### src/include/ldcfg_regs.svh
// Index offsets, reset values and decode constants of the logical device configuration bank
`ifndef LDCFG_REGS_SVH
`define LDCFG_REGS_SVH

`define CFG_PORT_DEFAULT 16'h002E
`define IDX_LDN 8'h07
`define IDX_ACTIVATE 8'h30
`define IDX_BASE_HI 8'h60
`define IDX_BASE_LO 8'h61
`define IDX_IRQ_PRI 8'h70
`define IDX_RSVD_71 8'h71
`define IDX_IRQ_SEC 8'h72
`define IDX_RSVD_73 8'h73
`define IDX_DMA_SEL 8'h74
`define IDX_RSVD_75 8'h75
`define IDX_UNIMP_A_LO 8'h76
`define IDX_UNIMP_A_HI 8'hA8
`define IDX_UNIMP_B_LO 8'hA9
`define IDX_UNIMP_B_HI 8'hDF
`define IDX_VENDOR_LO 8'hE0
`define IDX_VENDOR_HI 8'hFE
`define IDX_RSVD_FF 8'hFF

`define LDN_FLOPPY 4'h0
`define LDN_PARALLEL 4'h3
`define LDN_SERIAL 4'h4
`define LDN_MIDI 4'h5
`define LDN_KEYBOARD 4'h7
`define LDN_GAME 4'h9

`define DMA_RST_FLOPPY 8'h02
`define DMA_RST_PARALLEL 8'h04
`define IRQ_SEC_RST 8'h00

`define BASE_MIN 16'h0100
`define BASE_MAX_8 16'h0FF8
`define BASE_MAX_4 16'h0FFC
`define BASE_MAX_1 16'h0FFF
`define PP_EXT_OFFSET 12'h400
`define KBD_DATA_ADDR 16'h0060
`define KBD_CMD_ADDR 16'h0064
`define FLOPPY_HOLE_OFS 3'h6
`define ACT_BIT 0

`endif

### src/include/ldcfg_pkg.sv
// Types shared by the logical device configuration bank
package ldcfg_pkg;

   // Host I/O cycle as seen by the decoder
   typedef struct packed {
      logic [15:0] addr;
      logic rd;
      logic wr;
      logic [7:0] wdata;
   } io_req_t;

   // Per-function configuration handed to the function logic
   typedef struct packed {
      logic active;
      logic irq_edge_high;
      logic [15:0] base;
      logic [7:0] irq;
      logic [7:0] irq2;
      logic [7:0] dma;
   } ld_cfg_t;

   typedef enum logic [2:0] {
      FN_NONE,
      FN_FLOPPY,
      FN_PARALLEL,
      FN_SERIAL,
      FN_MIDI,
      FN_KEYBOARD,
      FN_GAME
   } fn_kind_t;

endpackage

### src/core/ldcfg_bank.sv
// Logical device configuration bank with function I/O decode
`timescale 1ns/10ps
`include "ldcfg_regs.svh"

module ldcfg_bank
   import ldcfg_pkg::*;
#(
   parameter int NDEV = 10,
   parameter logic [15:0] CFG_PORT = `CFG_PORT_DEFAULT,
   parameter logic [7:0] IRQ_RST_FLOPPY = 8'h06,
   parameter logic [7:0] IRQ_RST_PARALLEL = 8'h07,
   parameter logic [7:0] IRQ_RST_SERIAL = 8'h04,
   parameter logic [7:0] IRQ_RST_MIDI = 8'h05,
   parameter logic [7:0] IRQ_RST_KEYBOARD = 8'h01,
   parameter logic [7:0] IRQ_RST_GAME = 8'h00
)
(
   // Clock and resets
   input logic sys_clk_i,
   input logic rst_b_i,
   input logic soft_reset_i,
   // Host I/O cycles and configuration state
   input io_req_t io_req_i,
   input logic cfg_state_i,
   input logic addr16_qual_i,
   output logic cfg_claim_o,
   output logic [7:0] io_rdata_o,
   output logic io_rvalid_o,
   // Power/control bits of the functions
   input logic [NDEV-1:0] pwr_wr_i,
   input logic [NDEV-1:0] pwr_wdata_i,
   output logic [NDEV-1:0] dev_on_o,
   // Function-specific vendor registers
   input logic [7:0] vendor_rdata_i,
   output logic vendor_wr_o,
   output logic [7:0] vendor_idx_o,
   output logic [7:0] vendor_ldn_o,
   output logic [7:0] vendor_wdata_o,
   // Per-function configuration and selects
   output ld_cfg_t [NDEV-1:0] ld_cfg_o,
   output logic [NDEV-1:0] fn_sel_o,
   output logic pp_epp_ok_o
);

   if (NDEV < 10 || NDEV > 16)
   begin : g_ndev_check
      $error("NDEV must lie between 10 and 16");
   end

   // ****************************************************
   // Helper functions
   // ****************************************************
   function automatic fn_kind_t fn_kind(input logic [7:0] ldn);
      fn_kind_t k;
      k = FN_NONE;
      if (ldn[7:4] == 4'h0)
      begin
         unique case (ldn[3:0])
            `LDN_FLOPPY: k = FN_FLOPPY;
            `LDN_PARALLEL: k = FN_PARALLEL;
            `LDN_SERIAL: k = FN_SERIAL;
            `LDN_MIDI: k = FN_MIDI;
            `LDN_KEYBOARD: k = FN_KEYBOARD;
            `LDN_GAME: k = FN_GAME;
            default: k = FN_NONE;
         endcase
      end
      return k;
   endfunction

   // Reset value of the primary interrupt select per function
   function automatic logic [7:0] irq_rst(input fn_kind_t k);
      logic [7:0] v;
      v = 8'h00;
      unique case (k)
         FN_FLOPPY: v = IRQ_RST_FLOPPY;
         FN_PARALLEL: v = IRQ_RST_PARALLEL;
         FN_SERIAL: v = IRQ_RST_SERIAL;
         FN_MIDI: v = IRQ_RST_MIDI;
         FN_KEYBOARD: v = IRQ_RST_KEYBOARD;
         FN_GAME: v = IRQ_RST_GAME;
         FN_NONE: v = 8'h00;
      endcase
      return v;
   endfunction

   function automatic logic [7:0] dma_rst(input fn_kind_t k);
      logic [7:0] v;
      v = 8'h00;
      if (k == FN_FLOPPY)
      begin
         v = `DMA_RST_FLOPPY;
      end
      else if (k == FN_PARALLEL)
      begin
         v = `DMA_RST_PARALLEL;
      end
      return v;
   endfunction

   function automatic logic relocatable(input fn_kind_t k);
      return k != FN_NONE && k != FN_KEYBOARD;
   endfunction

   // Programmed base lies inside the permitted range of the function
   function automatic logic base_ok(input fn_kind_t k, input logic [15:0] b);
      logic ok;
      ok = 1'b0;
      unique case (k)
         FN_FLOPPY, FN_SERIAL, FN_MIDI: ok = b >= `BASE_MIN && b <= `BASE_MAX_8 && b[2:0] == 3'h0;
         FN_PARALLEL: ok = b >= `BASE_MIN && b <= `BASE_MAX_4 && b[1:0] == 2'h0;
         FN_GAME: ok = b >= `BASE_MIN && b <= `BASE_MAX_1;
         FN_KEYBOARD: ok = 1'b1;
         FN_NONE: ok = 1'b0;
      endcase
      return ok;
   endfunction

   // ****************************************************
   // Configuration registers
   // ****************************************************
   logic [7:0] index_reg, index_next;
   logic [7:0] ldn_reg, ldn_next;
   logic [7:0] rdata_reg, rdata_next;
   logic rvalid_reg, rvalid_next;
   logic vwr_reg, vwr_next;
   logic [7:0] vwdata_reg, vwdata_next;
   logic [NDEV-1:0] act_reg, act_next;
   logic [7:0] base_hi_reg [NDEV];
   logic [7:0] base_hi_next [NDEV];
   logic [7:0] base_lo_reg [NDEV];
   logic [7:0] base_lo_next [NDEV];
   logic [7:0] irq_reg [NDEV];
   logic [7:0] irq_next [NDEV];
   logic [7:0] irq2_reg [NDEV];
   logic [7:0] irq2_next [NDEV];
   logic [7:0] dma_reg [NDEV];
   logic [7:0] dma_next [NDEV];

   logic idx_hit, dat_hit;
   logic [3:0] cur;
   fn_kind_t cur_kind;
   logic [7:0] bank_rdata;

   // Index and data ports answer only in configuration state
   assign idx_hit = cfg_state_i && io_req_i.addr == CFG_PORT;
   assign dat_hit = cfg_state_i && io_req_i.addr == CFG_PORT + 16'h0001;
   assign cfg_claim_o = (idx_hit || dat_hit) && (io_req_i.rd || io_req_i.wr);
   assign cur = ldn_reg[3:0];
   assign cur_kind = fn_kind(ldn_reg);

   // Read view of the selected bank; holes read zero
   always_comb
   begin
      bank_rdata = 8'h00;
      if (index_reg == `IDX_LDN)
      begin
         bank_rdata = ldn_reg;
      end
      else if (cur_kind != FN_NONE)
      begin
         if (index_reg == `IDX_ACTIVATE)
         begin
            bank_rdata = {7'h00, act_reg[cur]};
         end
         else if (index_reg == `IDX_BASE_HI && relocatable(cur_kind))
         begin
            bank_rdata = base_hi_reg[cur];
         end
         else if (index_reg == `IDX_BASE_LO && relocatable(cur_kind))
         begin
            bank_rdata = base_lo_reg[cur];
         end
         else if (index_reg == `IDX_IRQ_PRI)
         begin
            bank_rdata = irq_reg[cur];
         end
         else if (index_reg == `IDX_IRQ_SEC && cur_kind == FN_KEYBOARD)
         begin
            bank_rdata = irq2_reg[cur];
         end
         else if (index_reg == `IDX_DMA_SEL && (cur_kind == FN_FLOPPY || cur_kind == FN_PARALLEL))
         begin
            bank_rdata = dma_reg[cur];
         end
         else if (index_reg >= `IDX_VENDOR_LO && index_reg <= `IDX_VENDOR_HI)
         begin
            bank_rdata = vendor_rdata_i;
         end
         // 0x71, 0x73, 0x75, 0x76-0xDF, 0xFF fall through to zero
      end
   end

   always_comb
   begin
      index_next = index_reg;
      ldn_next = ldn_reg;
      rdata_next = rdata_reg;
      rvalid_next = 1'b0;
      vwr_next = 1'b0;
      vwdata_next = vwdata_reg;
      act_next = act_reg;
      base_hi_next = base_hi_reg;
      base_lo_next = base_lo_reg;
      irq_next = irq_reg;
      irq2_next = irq2_reg;
      dma_next = dma_reg;
      // Power/control writes land on the same bit as activate
      for (int d = 0; d < NDEV; d++)
      begin
         if (pwr_wr_i[d])
         begin
            act_next[d] = pwr_wdata_i[d];
         end
      end
      if (io_req_i.rd && (idx_hit || dat_hit))
      begin
         rdata_next = idx_hit ? index_reg : bank_rdata;
         rvalid_next = 1'b1;
      end
      if (io_req_i.wr && idx_hit)
      begin
         index_next = io_req_i.wdata;
      end
      if (io_req_i.wr && dat_hit)
      begin
         if (index_reg == `IDX_LDN)
         begin
            ldn_next = io_req_i.wdata;
         end
         else if (cur_kind != FN_NONE)
         begin
            // Host write wins over a power write in the same cycle
            if (index_reg == `IDX_ACTIVATE)
            begin
               act_next[cur] = io_req_i.wdata[`ACT_BIT];
            end
            else if (index_reg == `IDX_BASE_HI && relocatable(cur_kind))
            begin
               base_hi_next[cur] = io_req_i.wdata;
            end
            else if (index_reg == `IDX_BASE_LO && relocatable(cur_kind))
            begin
               base_lo_next[cur] = io_req_i.wdata;
            end
            else if (index_reg == `IDX_IRQ_PRI)
            begin
               irq_next[cur] = io_req_i.wdata;
            end
            else if (index_reg == `IDX_IRQ_SEC && cur_kind == FN_KEYBOARD)
            begin
               irq2_next[cur] = io_req_i.wdata;
            end
            else if (index_reg == `IDX_DMA_SEL && (cur_kind == FN_FLOPPY || cur_kind == FN_PARALLEL))
            begin
               dma_next[cur] = io_req_i.wdata;
            end
            else if (index_reg >= `IDX_VENDOR_LO && index_reg <= `IDX_VENDOR_HI)
            begin
               vwr_next = 1'b1;
               vwdata_next = io_req_i.wdata;
            end
         end
      end
      // Soft reset returns the banks to their reset values but keeps the port index and device number
      if (soft_reset_i)
      begin
         for (int d = 0; d < NDEV; d++)
         begin
            act_next[d] = 1'b0;
            base_hi_next[d] = 8'h00;
            base_lo_next[d] = 8'h00;
            irq_next[d] = irq_rst(fn_kind(8'(d)));
            irq2_next[d] = `IRQ_SEC_RST;
            dma_next[d] = dma_rst(fn_kind(8'(d)));
         end
      end
   end

   always_ff @(posedge sys_clk_i)
   begin
      if (!rst_b_i)
      begin
         index_reg <= 8'h00;
         ldn_reg <= 8'h00;
         rdata_reg <= 8'h00;
         rvalid_reg <= 1'b0;
         vwr_reg <= 1'b0;
         vwdata_reg <= 8'h00;
         act_reg <= '0;
         for (int d = 0; d < NDEV; d++)
         begin
            base_hi_reg[d] <= 8'h00;
            base_lo_reg[d] <= 8'h00;
            irq_reg[d] <= irq_rst(fn_kind(8'(d)));
            irq2_reg[d] <= `IRQ_SEC_RST;
            dma_reg[d] <= dma_rst(fn_kind(8'(d)));
         end
      end
      else
      begin
         index_reg <= index_next;
         ldn_reg <= ldn_next;
         rdata_reg <= rdata_next;
         rvalid_reg <= rvalid_next;
         vwr_reg <= vwr_next;
         vwdata_reg <= vwdata_next;
         act_reg <= act_next;
         base_hi_reg <= base_hi_next;
         base_lo_reg <= base_lo_next;
         irq_reg <= irq_next;
         irq2_reg <= irq2_next;
         dma_reg <= dma_next;
      end
   end

   assign io_rdata_o = rdata_reg;
   assign io_rvalid_o = rvalid_reg;
   assign vendor_wr_o = vwr_reg;
   assign vendor_wdata_o = vwdata_reg;
   assign vendor_idx_o = index_reg;
   assign vendor_ldn_o = ldn_reg;

   // ****************************************************
   // Function I/O decode
   // ****************************************************
   logic upper_ok;
   logic cycle;
   logic [15:0] pp_base;

   // Upper address bits only qualify when 16-bit decode is enabled
   assign upper_ok = !addr16_qual_i || io_req_i.addr[15:12] == 4'h0;
   assign cycle = (io_req_i.rd || io_req_i.wr) && upper_ok;
   assign pp_base = {base_hi_reg[`LDN_PARALLEL], base_lo_reg[`LDN_PARALLEL]};
   assign pp_epp_ok_o = pp_base[2:0] == 3'h0;

   always_comb
   begin
      logic [11:0] a;
      logic [15:0] b;
      logic [11:0] ext;
      logic hit;
      fn_kind_t k;
      a = io_req_i.addr[11:0];
      b = 16'h0000;
      ext = 12'h000;
      hit = 1'b0;
      k = FN_NONE;
      fn_sel_o = '0;
      for (int d = 0; d < NDEV; d++)
      begin
         k = fn_kind(8'(d));
         b = {base_hi_reg[d], base_lo_reg[d]};
         ext = b[11:0] + `PP_EXT_OFFSET;
         hit = 1'b0;
         unique case (k)
            FN_FLOPPY: hit = a[11:3] == b[11:3] && a[2:0] != `FLOPPY_HOLE_OFS;
            FN_PARALLEL: hit = (a[11:2] == b[11:2] && a[1:0] != 2'h3)
               || (b[2] == 1'b0 && a[11:3] == b[11:3])
               || (a[11:2] == ext[11:2] && a[1:0] != 2'h3);
            FN_SERIAL: hit = a[11:3] == b[11:3];
            FN_MIDI: hit = a[11:1] == b[11:1];
            FN_KEYBOARD: hit = {4'h0, a} == `KBD_DATA_ADDR || {4'h0, a} == `KBD_CMD_ADDR;
            FN_GAME: hit = a == b[11:0];
            FN_NONE: hit = 1'b0;
         endcase
         // Bad base or inactive function: cycle is left alone
         fn_sel_o[d] = cycle && hit && act_reg[d] && base_ok(k, b) && !cfg_claim_o;
      end
   end

   // ****************************************************
   // Configuration outputs
   // ****************************************************
   always_comb
   begin
      for (int d = 0; d < NDEV; d++)
      begin
         ld_cfg_o[d].active = act_reg[d];
         ld_cfg_o[d].irq_edge_high = 1'b1;
         ld_cfg_o[d].base = {base_hi_reg[d], base_lo_reg[d]};
         ld_cfg_o[d].irq = irq_reg[d];
         ld_cfg_o[d].irq2 = irq2_reg[d];
         ld_cfg_o[d].dma = dma_reg[d];
      end
   end

   // Activate and power share one bit, so on follows whichever of the two wrote it last
   assign dev_on_o = act_reg;

endmodule // ldcfg_bank

### config.mk
export PLATFORM = sky130hd
export DESIGN_NAME = ldcfg_bank
export DESIGN_NICKNAME = d
export VERILOG_FILES = /design/src/include/ldcfg_pkg.sv /design/src/core/ldcfg_bank.sv
export VERILOG_INCLUDE_DIRS = /design/src /design/src/include
export SDC_FILE = /design/constraint.sdc
export NUM_CORES = 1
export LEC_CHECK = 0
export ABC_AREA = 1
export BUFFER_PORTS_ARGS = -buffer_cell sky130_fd_sc_hd__buf_4
export CORE_AREA = 3 3 205 207
export DETAILED_ROUTE_END_ITERATION = 7
export DIE_AREA = 0 0 208 210
export PLACE_DENSITY = 0.78
export SLEW_MARGIN = 10
export SYNTH_ARGS = -nofsm -noshare
export SYNTH_HDL_FRONTEND = slang
export SYNTH_SLANG_ARGS = --single-unit
### constraint.sdc
create_clock -name sys_clk_i -period 22.8 [get_ports sys_clk_i]
set_clock_uncertainty 0.15 [all_clocks]
set_input_delay 2.28 -clock sys_clk_i [delete_from_list [all_inputs] [get_ports sys_clk_i]]
set_output_delay 2.28 -clock sys_clk_i [all_outputs]
set_load 0.1 [all_outputs]
# After elaboration in Yosys (flattened, before gate mapping)
# Index checks and enable logic that the tools add are counted.
dict set report word_totals {
  reg_bits 444
  in_bits 59
  wordCells 446
}
dict set report classes {
  add_sub_neg 1
  n_lt_le_gt_ge 16
  eq_ne 123
  mux 131
  n_bitwise 12
  n_reduce_logical 106
}
# cell n
set op_table {}
lappend op_table {{$mux 80} 20}
lappend op_table {{$pmux 8 s6} 14}
lappend op_table {{$bwmux 80} 5}
lappend op_table {{$mux 8} 21}
lappend op_table {{$bmux 8 s4} 5}
lappend op_table {{$eq 3x3->1 const B} 43}
lappend op_table {{$mux 3} 43}
lappend op_table {{$eq 3x2->1 const B} 29}
lappend op_table {{$ge 16x9->1 const B} 5}
lappend op_table {{$le 16x12->1 const B} 5}
lappend op_table {{$logic_not 3->1} 18}
lappend op_table {{$logic_and 1x1->1} 51}
lappend op_table {{$eq 3x1->1 const B} 15}
lappend op_table {{$eq 8x7->1 const B} 5}
lappend op_table {{$mux 10} 4}
lappend op_table {{$demux 8 s4} 1}
lappend op_table {{$eq 16x6->1 const B} 2}
lappend op_table {{$reduce_or 2->1} 15}
lappend op_table {{$eq 9x9->1} 3}
lappend op_table {{$eq 12x7->1 const B} 2}
lappend op_table {{$ne 3x3->1 const B} 8}
lappend op_table {{$eq 10x10->1} 2}
lappend op_table {{$pmux 3 s6} 1}
lappend op_table {{$mux 1} 14}
lappend op_table {{34 further kinds} 58}

# Depth between registers and ports, before layout
# Gate-level depths: netlist of the first run.
dict set report logic_depth {
  depth_word 17
  ltp_mapped 18
  ltp_nobuf 17
}

# Worst setup path after synthesis of the first run
# OpenSTA, ideal clock, no wires.
dict set report synth_path {
  kind {input -> output}
  start {in io_req_i[20] (netlist name)}
  end {out fn_sel_o[3]}
  t_arrival_ns 8.085
  setup_slack_ns 12.285
  stages 7
  n_path_buf 1
  path_cell_list {clkbuf_1 -> inv_1 -> nand2_1 -> nor4_2 -> nand3_1 -> nor2_1 -> a2111oi_0}
}
dict set report synth_via {
  elab_cells_between_ends 19
  cone_classes {eq/ne: 5; reduce/logical: 14}
}
# element line
set synth_lines {}
lappend synth_lines {{from (decl)} ldcfg_bank.sv:23} ;# input io_req_t io_req_i,
lappend synth_lines {{$eq 16x6->1 (on tied branches)} {ldcfg_bank.sv:146, ldcfg_bank.sv:147}}
lappend synth_lines {{$logic_and 1x1->1 (on tied branches)} {ldcfg_bank.sv:146, ldcfg_bank.sv:147}}
lappend synth_lines {{$logic_or 1x1->1 (*)} ldcfg_bank.sv:148} ;# assign cfg_claim_o = (idx_hit || dat_hit) && (io_req_i.rd || io_req_i.wr);
lappend synth_lines {{$logic_and 1x1->1 (*)} ldcfg_bank.sv:148}
lappend synth_lines {{via cfg_claim_o} ldcfg_bank.sv:26} ;# output logic cfg_claim_o,
lappend synth_lines {{$logic_not 1->1 (*)} ldcfg_bank.sv:368} ;# fn_sel_o[d] = cycle && hit && act_reg[d] && base_ok(k, b) && !cfg_claim_o;
lappend synth_lines {{$logic_and 1x1->1 (*)} ldcfg_bank.sv:368}
lappend synth_lines {{to (decl)} ldcfg_bank.sv:41} ;# output logic [NDEV-1:0] fn_sel_o,
# The timed path passes the listed nets; every way through them passes the cells marked *.

# Worst setup path in the final report of the first run
dict set report layout_path {
  start {in io_req_i[16] (netlist name)}
  end {out fn_sel_o[3]}
}
dict set report layout_via {
  elab_chain_cells 8
  elab_cells_between_ends 19
  cone_classes {eq/ne: 5; reduce/logical: 14}
}
# element line
set layout_lines {}
lappend layout_lines {{$eq 10x10->1 or $eq 9x9->1 (tied branches)} n/a}
lappend layout_lines {{$logic_and 1x1->1 (on tied branches)} {ldcfg_bank.sv:358, ldcfg_bank.sv:359}}
lappend layout_lines {{$logic_or 1x1->1} ldcfg_bank.sv:359} ;# || (b[2] == 1'b0 && a[11:3] == b[11:3])
lappend layout_lines {{$logic_or 1x1->1} ldcfg_bank.sv:360} ;# || (a[11:2] == ext[11:2] && a[1:0] != 2'h3);
lappend layout_lines {{$logic_and 1x1->1 (3 in series)} ldcfg_bank.sv:368}
lappend layout_lines {{$logic_and 1x1->1 (*)} ldcfg_bank.sv:368}
# Every way passes the cells marked *; elsewhere a longest branch is shown, timed or not.

==> impl_results.md, run 1 <==
* Outcome: finished clean
* Critical path buffer and inverter count at 3
* Synth Flop Type: dfxtp_1
* DR pass1 iterations at 5
* Fin. max-slew vios at 0
* Launching point of the worst reg2reg path: vendor_ldn_o[0]
* Fin crit period at 6980 ps
* Fin Hold WS at 291 ps
* FF-to-FF path depth at 16
* Total setup buffers inserted after CTS at 0
* Cells after DPL at 3,566
* Crit start category: primary input
* All-Layer GR Usage at 40.0%
* Clk sinks at 444
* Syn Area/Cell at 7.79 um^2
* Yosys Warn Count at 0
* Top delay family on crit path: compound AO/OA/AOI/OAI gates
* Hold Vio Cnt, Final at 0
* Hold Startpoint: ld_cfg_o[366]
* # IOs at 535
* Via-to-Cell Ratio at 5.93
* Worst Hold Depth at 2
* Largest net degree at the start of global routing at 168
* Final setup violation count at 0
* CP max-delay cell: a2111oi_0
* Final instance area at 26,200 um^2
* Detail Placement HPWL at 65.1 mm
* Synth Area in Compound Gates at 17.7%
* Setup CP Type: in -> out
* Final wirelength at 91.9 mm
* H-tree depth at 2
* WP data required at 20,370 ps
* CP max stage delay at 760 ps
* Fin nets at 3,143
* Area delta synth->final at 26.2%
* Clock Pin Slew Worst Setup and Hold Paths at 60 ps
* Slew Limit Headroom at 13.6%
* Post-synthesis cell type count at 50
* Iter 0 DRT Violations at 2,883
* Post_cts resized at 0
* Hold Crit Endpoint: ld_cfg_o[366]
* Leak at 0.0109 uW
* First-pass GRT wire length at 132 mm
* FF-to-FF setup slack at 17,570 ps
* Post-synthesis adder-cell area fraction at 0.0602%
* Synth Cell Area at 20,800 um^2
* Number of flops mapped to enable cells by yosys at 160
* Post-Syn Instances at 2,669
* Worst path most repeated cell: buf_4
* Hold-fix buffers, CTS at 0
* CP endpoint kind: output pin
* Die width at 208 um
* Total gr overflow at 0
* DR DRC count at 0
* Maxcap violations at 0
* #FFs+latches synth at 444
* Final setup TNS at 0 ps
* Unrepaired setup endpoints after global routing: false
* Most common cell in the netlist: nand2_1
* Largest family of logic cells by synthesized area: simple AND/OR/NAND/NOR gates
* Clock latency on the worst-skew pair at 610 ps
* Number of buffers created by CTS at 47
* Area of placed instances at 24,700 um^2
* Die Y at 210 um
* Proportion of synthesized area in mux cells at 0.145%
* Final WS setup at 15,820 ps
* Yosys top cell area share at 27.4%
* Initial antenna violation count at 2
* RR Endpoint: ld_cfg_o[172]
* Maximum vdd ir drop at 0.0788 mV
* Top cells by area, synth: dfxtp_1 27%, edfxtp_1 23%, nand2_1 9.4%, a21oi_1 6.6%, nor2_1 6.2%
* Crit share post-route at 30.6%
* Synth Area in XOR/XNOR at 0.632%
* CTS tree: built
* Vias post-DR at 21,700
* CTS max path bufs at 3
* Layout cells sized above 1 at 21.2%
* CP arrival at 4550 ps
* DIE AREA at 43,700 um^2
* Final cell count without fillers at 3,652
* Routability cong. at 0.981
* Slew @ Worst Pin at 1290 ps
* Synth async-reset ratio at 0%
* Cell area power density at 71.0 nW/um^2
* Dpl ws at 15,880 ps
* Worst Path Max Fanout at 9
* Commonest cells in the netlist: 521 x nand2_1, 345 x nor2_1, 332 x inv_1
* Worst-path cell chain: buf_4, clkinv_1, a21oi_1, o21ai_0, nor4_1, nand2_1, a2111oi_0, buf_4
* IO buf count at 520
* Leading area contributor after synthesis: dfxtp_1
* Core area at 40,600 um^2
* Register area share after synthesis at 50.5%
* Row Count at 74
* Root Driver: clkbuf_16
* Wire per inst at 25.2 um
* Post-Synth Simple-Gate Area at 20.5%
* Fmax achieved at 143 MHz
* Post-DRT Antenna Nets at 0
* Initial Util at 51.2%
* Number of global-route vias before repair at 20,100
* Min-delay worst type: reg -> reg
## layout make-up
class	instances	area [um^2]
Fill cell	3560	14300
Antenna cell	2	5.00
Tap cell	532	666
Multi-Input combinational cell	1706	8210
Clock buffer	70	1360
Inverter	345	1300
Clock inverter	14	138
Sequential cell	444	10500
Timing Repair Buffer	539	4050
## cell families (layout without fill, tap and decap cells)
| group | count (synthesis) | after routing |
|---|---|---|
| mux | 3 | 3 |
| other cells | 2 | 16 |
| fa+ha+maj | 1 | 1 |
| compound gates | 644 | 644 |
| flops | 444 | 444 |
| xor+xnor | 15 | 15 |
| simple gates | 1029 | 1029 |
| buf+inv | 531 | 968 |
## worst max path at each step
stage / startpoint / to / slack (ps) / cells after the start
6_report: io_req_i[16] / fn_sel_o[3] / 15820 / 8
5_1_grt: io_req_i[16] / fn_sel_o[3] / 15790 / 8
4_1_cts: io_req_i[16] / fn_sel_o[3] / 15880 / 8
3_5_place_dp: io_req_i[16] / fn_sel_o[3] / 15880 / 8
3_3_place_gp: io_req_i[16] / fn_sel_o[3] / 15890 / 8
2_1_floorplan: io_req_i[20] / fn_sel_o[3] / 12280 / 7
## layer usage
metal	track usage, %	wire (um)
met1	51.7	33800
met2	63.0	41200
met3	9.41	11100
met4	20.9	5810
met5	0	0
## through the flow
stage / utilization (%) / power (uW)
finish: 64.6 / 1860
global route: 64.6 / 1900
CTS: 64.6 / 1860
detailed placement: 60.9 / 1120
global placement: 60.9 / 1120
floorplan: - / 1060
## placed cells by master (no fill, tap or decap), drive strengths merged, types with 29 or more instances in the layout
cell type	n
nand2	533
o21ai	166
clkbuf	70
inv	341
nand4	29
nand3	77
a211oi	51
buf	539
nor2	353
o22ai	83
dfxtp	284
edfxtp	160
a21oi	275
## power by group
part	switching (uW)	leakage [uW]	internal, uW
Clock	332	0.000748	425
Sequential	19.0	0.00402	840
Combinational	203	0.00615	42.4
Total	554	0.0109	1310
## worst min-delay path: stages, from the launching register on
cell and delay (ps):
dfxtp_1 320, inv_1 50, nor2_1 30
## registers in the layout (all words and copies together) (netlist names)
name            count
vendor_wdata_o      8
dev_on_o           10
vendor_idx_o        8
io_rdata_o          8
ld_cfg_o          400
io_rvalid_o         1
vendor_wr_o         1
vendor_ldn_o        8
Power figures use the tool's default switching activity.
==> inputs of run 2 (changes only) <==
--- a/config.mk
+++ b/config.mk
@@ -6,12 +6,12 @@
 export SDC_FILE = /design/constraint.sdc
 export NUM_CORES = 1
 export LEC_CHECK = 0
-export ABC_AREA = 1
+export ABC_AREA = 0
 export BUFFER_PORTS_ARGS = -buffer_cell sky130_fd_sc_hd__buf_4
-export CORE_AREA = 3 3 205 207
+export CORE_MARGIN = 3
+export CORE_UTILIZATION = 48
 export DETAILED_ROUTE_END_ITERATION = 7
-export DIE_AREA = 0 0 208 210
-export PLACE_DENSITY = 0.78
+export PLACE_DENSITY = 0.76
 export SLEW_MARGIN = 10
 export SYNTH_ARGS = -nofsm -noshare
 export SYNTH_HDL_FRONTEND = slang
==> constraint.sdc (replaced) <==
create_clock -name sys_clk_i -period 5.65 [get_ports sys_clk_i]
set_clock_uncertainty 0.15 [all_clocks]
set_input_delay 0.565 -clock sys_clk_i [delete_from_list [all_inputs] [get_ports sys_clk_i]]
set_output_delay 0.565 -clock sys_clk_i [all_outputs]
set_load 0.1 [all_outputs]
==> run 2 against run 1 <==
Effect of this change: critical path depth fell by 1; cell count is 16% lower; sequential share of layout area barely moved; total power rose to 4.1 times the previous value; flip-flop and latch count unchanged; area after synthesis decreased by 0.49%; cell area about the same; register-to-register slack got worse by 16000 ps; clock power rose to 4.3 times the previous value.
==> impl_results.md, run 2 <==
* Initial antenna violation count at 4
* Yosys top cell area share at 27.5%
* CP max stage delay at 710 ps
* Slew @ Worst Pin at 1220 ps
* Top cells by area, synth: dfxtp_1 27%, edfxtp_1 23%, mux2i_1 7.5%, nand2_1 7.1%, a21oi_1 5.3%
* Final setup TNS at 0 ps
* Util after Layout at 62.1%
* # IOs at 535
* Leading area contributor after synthesis: dfxtp_1
* Core area at 42,200 um^2
* Initial Util at 49.0%
* Vias post-DR at 18,900
* Post-synthesis cell type count at 70
* CTS tree: built
* Crit share post-route at 70.7%
* Final wirelength at 86.2 mm
* Area delta synth->final at 26.9%
* Cells after DPL at 2,978
* Maximum vdd ir drop at 0.271 mV
* Unrepaired setup endpoints after global routing: false
* Number of buffers created by CTS at 46
* Die width at 214 um
* DR pass1 iterations at 6
* Top delay family on crit path: simple AND/OR/NAND/NOR gates
* Row Count at 75
* Wire per inst at 28.1 um
* Iter 0 DRT Violations at 2,453
* Clock latency on the worst-skew pair at 580 ps
* Largest net degree at the start of global routing at 158
* Die Y at 214 um
* CP endpoint kind: flop
* Clock Pin Slew Worst Setup and Hold Paths at 60 ps
* Final cell count without fillers at 3,065
* FF-to-FF setup slack at 1650 ps
* Critical path buffer and inverter count at 1
* Layout cells sized above 1 at 27.5%
* WP data required at 5520 ps
* Syn Area/Cell at 9.96 um^2
* Number of global-route vias before repair at 18,000
* First-pass GRT wire length at 123 mm
* Top layer in use: met5
* Worst-path cell chain: buf_4, or2_1, o221ai_2, nand2_1, nor3_1, nand2_1, nand2_4
* Met2 wire len at 40.8 mm
* Metal3 WL at 10.2 mm
* Fin. max-slew vios at 0
* Register area share after synthesis at 50.7%
* CP arrival at 3860 ps
* Final setup violation count at 0
* Routability cong. at 0.975
* Cell area power density at 292 nW/um^2
* Clk sinks at 444
* Number of flops mapped to enable cells by yosys at 160
* Setup CP Type: reg -> reg
* Most frequent cells in the layout: 534 x buf_4, 388 x nand2_1, 281 x dfxtp_1
* Max reg flops at 400
* Via-to-Cell Ratio at 6.16
* H-tree depth at 2
* Worst path most repeated cell: nand2_1
* IO buf count at 520
* Fmax achieved at 250 MHz
* Fin nets at 2,547
* DR DRC count at 0
* Total gr overflow at 0
* DRT met1 WL at 31.2 mm
* Crit start category: flop
* Total setup buffers inserted after CTS at 0
* Yosys Warn Count at 0
* Synth async-reset ratio at 0%
* #FFs+latches synth at 444
* Detail Placement HPWL at 62.2 mm
* Hold-fix buffers, CTS at 0
* All-Layer GR Usage at 36.5%
* Maxcap violations at 0
* Leak at 0.0103 uW
* Dpl ws at 1580 ps
* Commonest cells in the netlist: 390 x nand2_1, 284 x dfxtp_1, 219 x a21oi_1
* Most common cell in the netlist: nand2_1
* Power consumption at 7670 uW
* Synth Flop Type: dfxtp_1
* Worst Path Max Fanout at 80
* Outcome: finished clean
* Synth Cell Area at 20,700 um^2
* CTS max path bufs at 3
* Post-Syn Instances at 2,076
* Post-DRT Antenna Nets at 0
* Root Driver: clkbuf_16
* DIE AREA at 45,600 um^2
* Hold Vio Cnt, Final at 0
* Slew Limit Headroom at 18.5%
* Final WS setup at 1650 ps
* CP max-delay cell: buf_4
* Fin crit period at 4000 ps
* Min-delay worst type: in -> reg
* Post_cts resized at 0
* Commonest non-fill, non-tap cell in the layout: buf_4
[run 2: metal layers]
layer / track usage [%] / vias to the layer above
li1: - / 8150
met1: 46.1 / 9153
met2: 60.2 / 1351
met3: 8.90 / 234
met4: 15.7 / 4
met5: 0 / -
[run 2: worst paths after layout]
| path | start | end | depth (start not counted) |
|---|---|---|---|
| worst max-delay path | vendor_ldn_o[0] | ld_cfg_o[356] | 7 |
| worst min-delay path | pwr_wdata_i[2] | dev_on_o[2] | 3 |
| worst max register to register | vendor_ldn_o[0] | ld_cfg_o[356] | 7 |
| worst min register to register | ld_cfg_o[98] | ld_cfg_o[98] | 1 |
[run 2: layout make-up]
class	count	area, um^2
Fill cell	3456	16000
Clock inverter	19	253
Multi-Input combinational cell	1450	9390
Timing Repair Buffer	536	4050
Clock buffer	66	1340
Inverter	9	33.8
Antenna cell	2	5.00
Sequential cell	444	10500
Tap cell	539	674
[run 2: worst reg2reg max path, cell delays in order (launching register included)]
cell and delay [ps]:
dfxtp_4 690, buf_4 720, or2_1 490, o221ai_2 240, nand2_1 210, nor3_1 110
nand2_1 150, nand2_4 560
[run 2: power by group]
part           switching (uW)  internal, uW  leakage (uW)
logic                     807           174       0.00552
registers                79.6          3390       0.00403
clock network            1300          1920      0.000781
[run 2: metrics by stage]
step / cell area [um^2] / hold WS [ps]
floorplan: 20700 / 562
global placement: 24600 / 295
detailed placement: 24600 / 295
CTS: 26200 / 61.6
global route: 26200 / 84.7
finish: 26200 / 76.5
[run 2: logic make-up (layout without fill, tap and decap cells)]
family	Yosys count	in the layout	synth area share, %
compound gates	374	374	10.9
xor+xnor	44	44	1.86
mux	206	206	12.4
buf+inv	194	630	4.30
other cells	2	16	0.0363
simple gates	811	811	19.7
fa+ha+maj	1	1	0.0605
flops	444	444	50.7
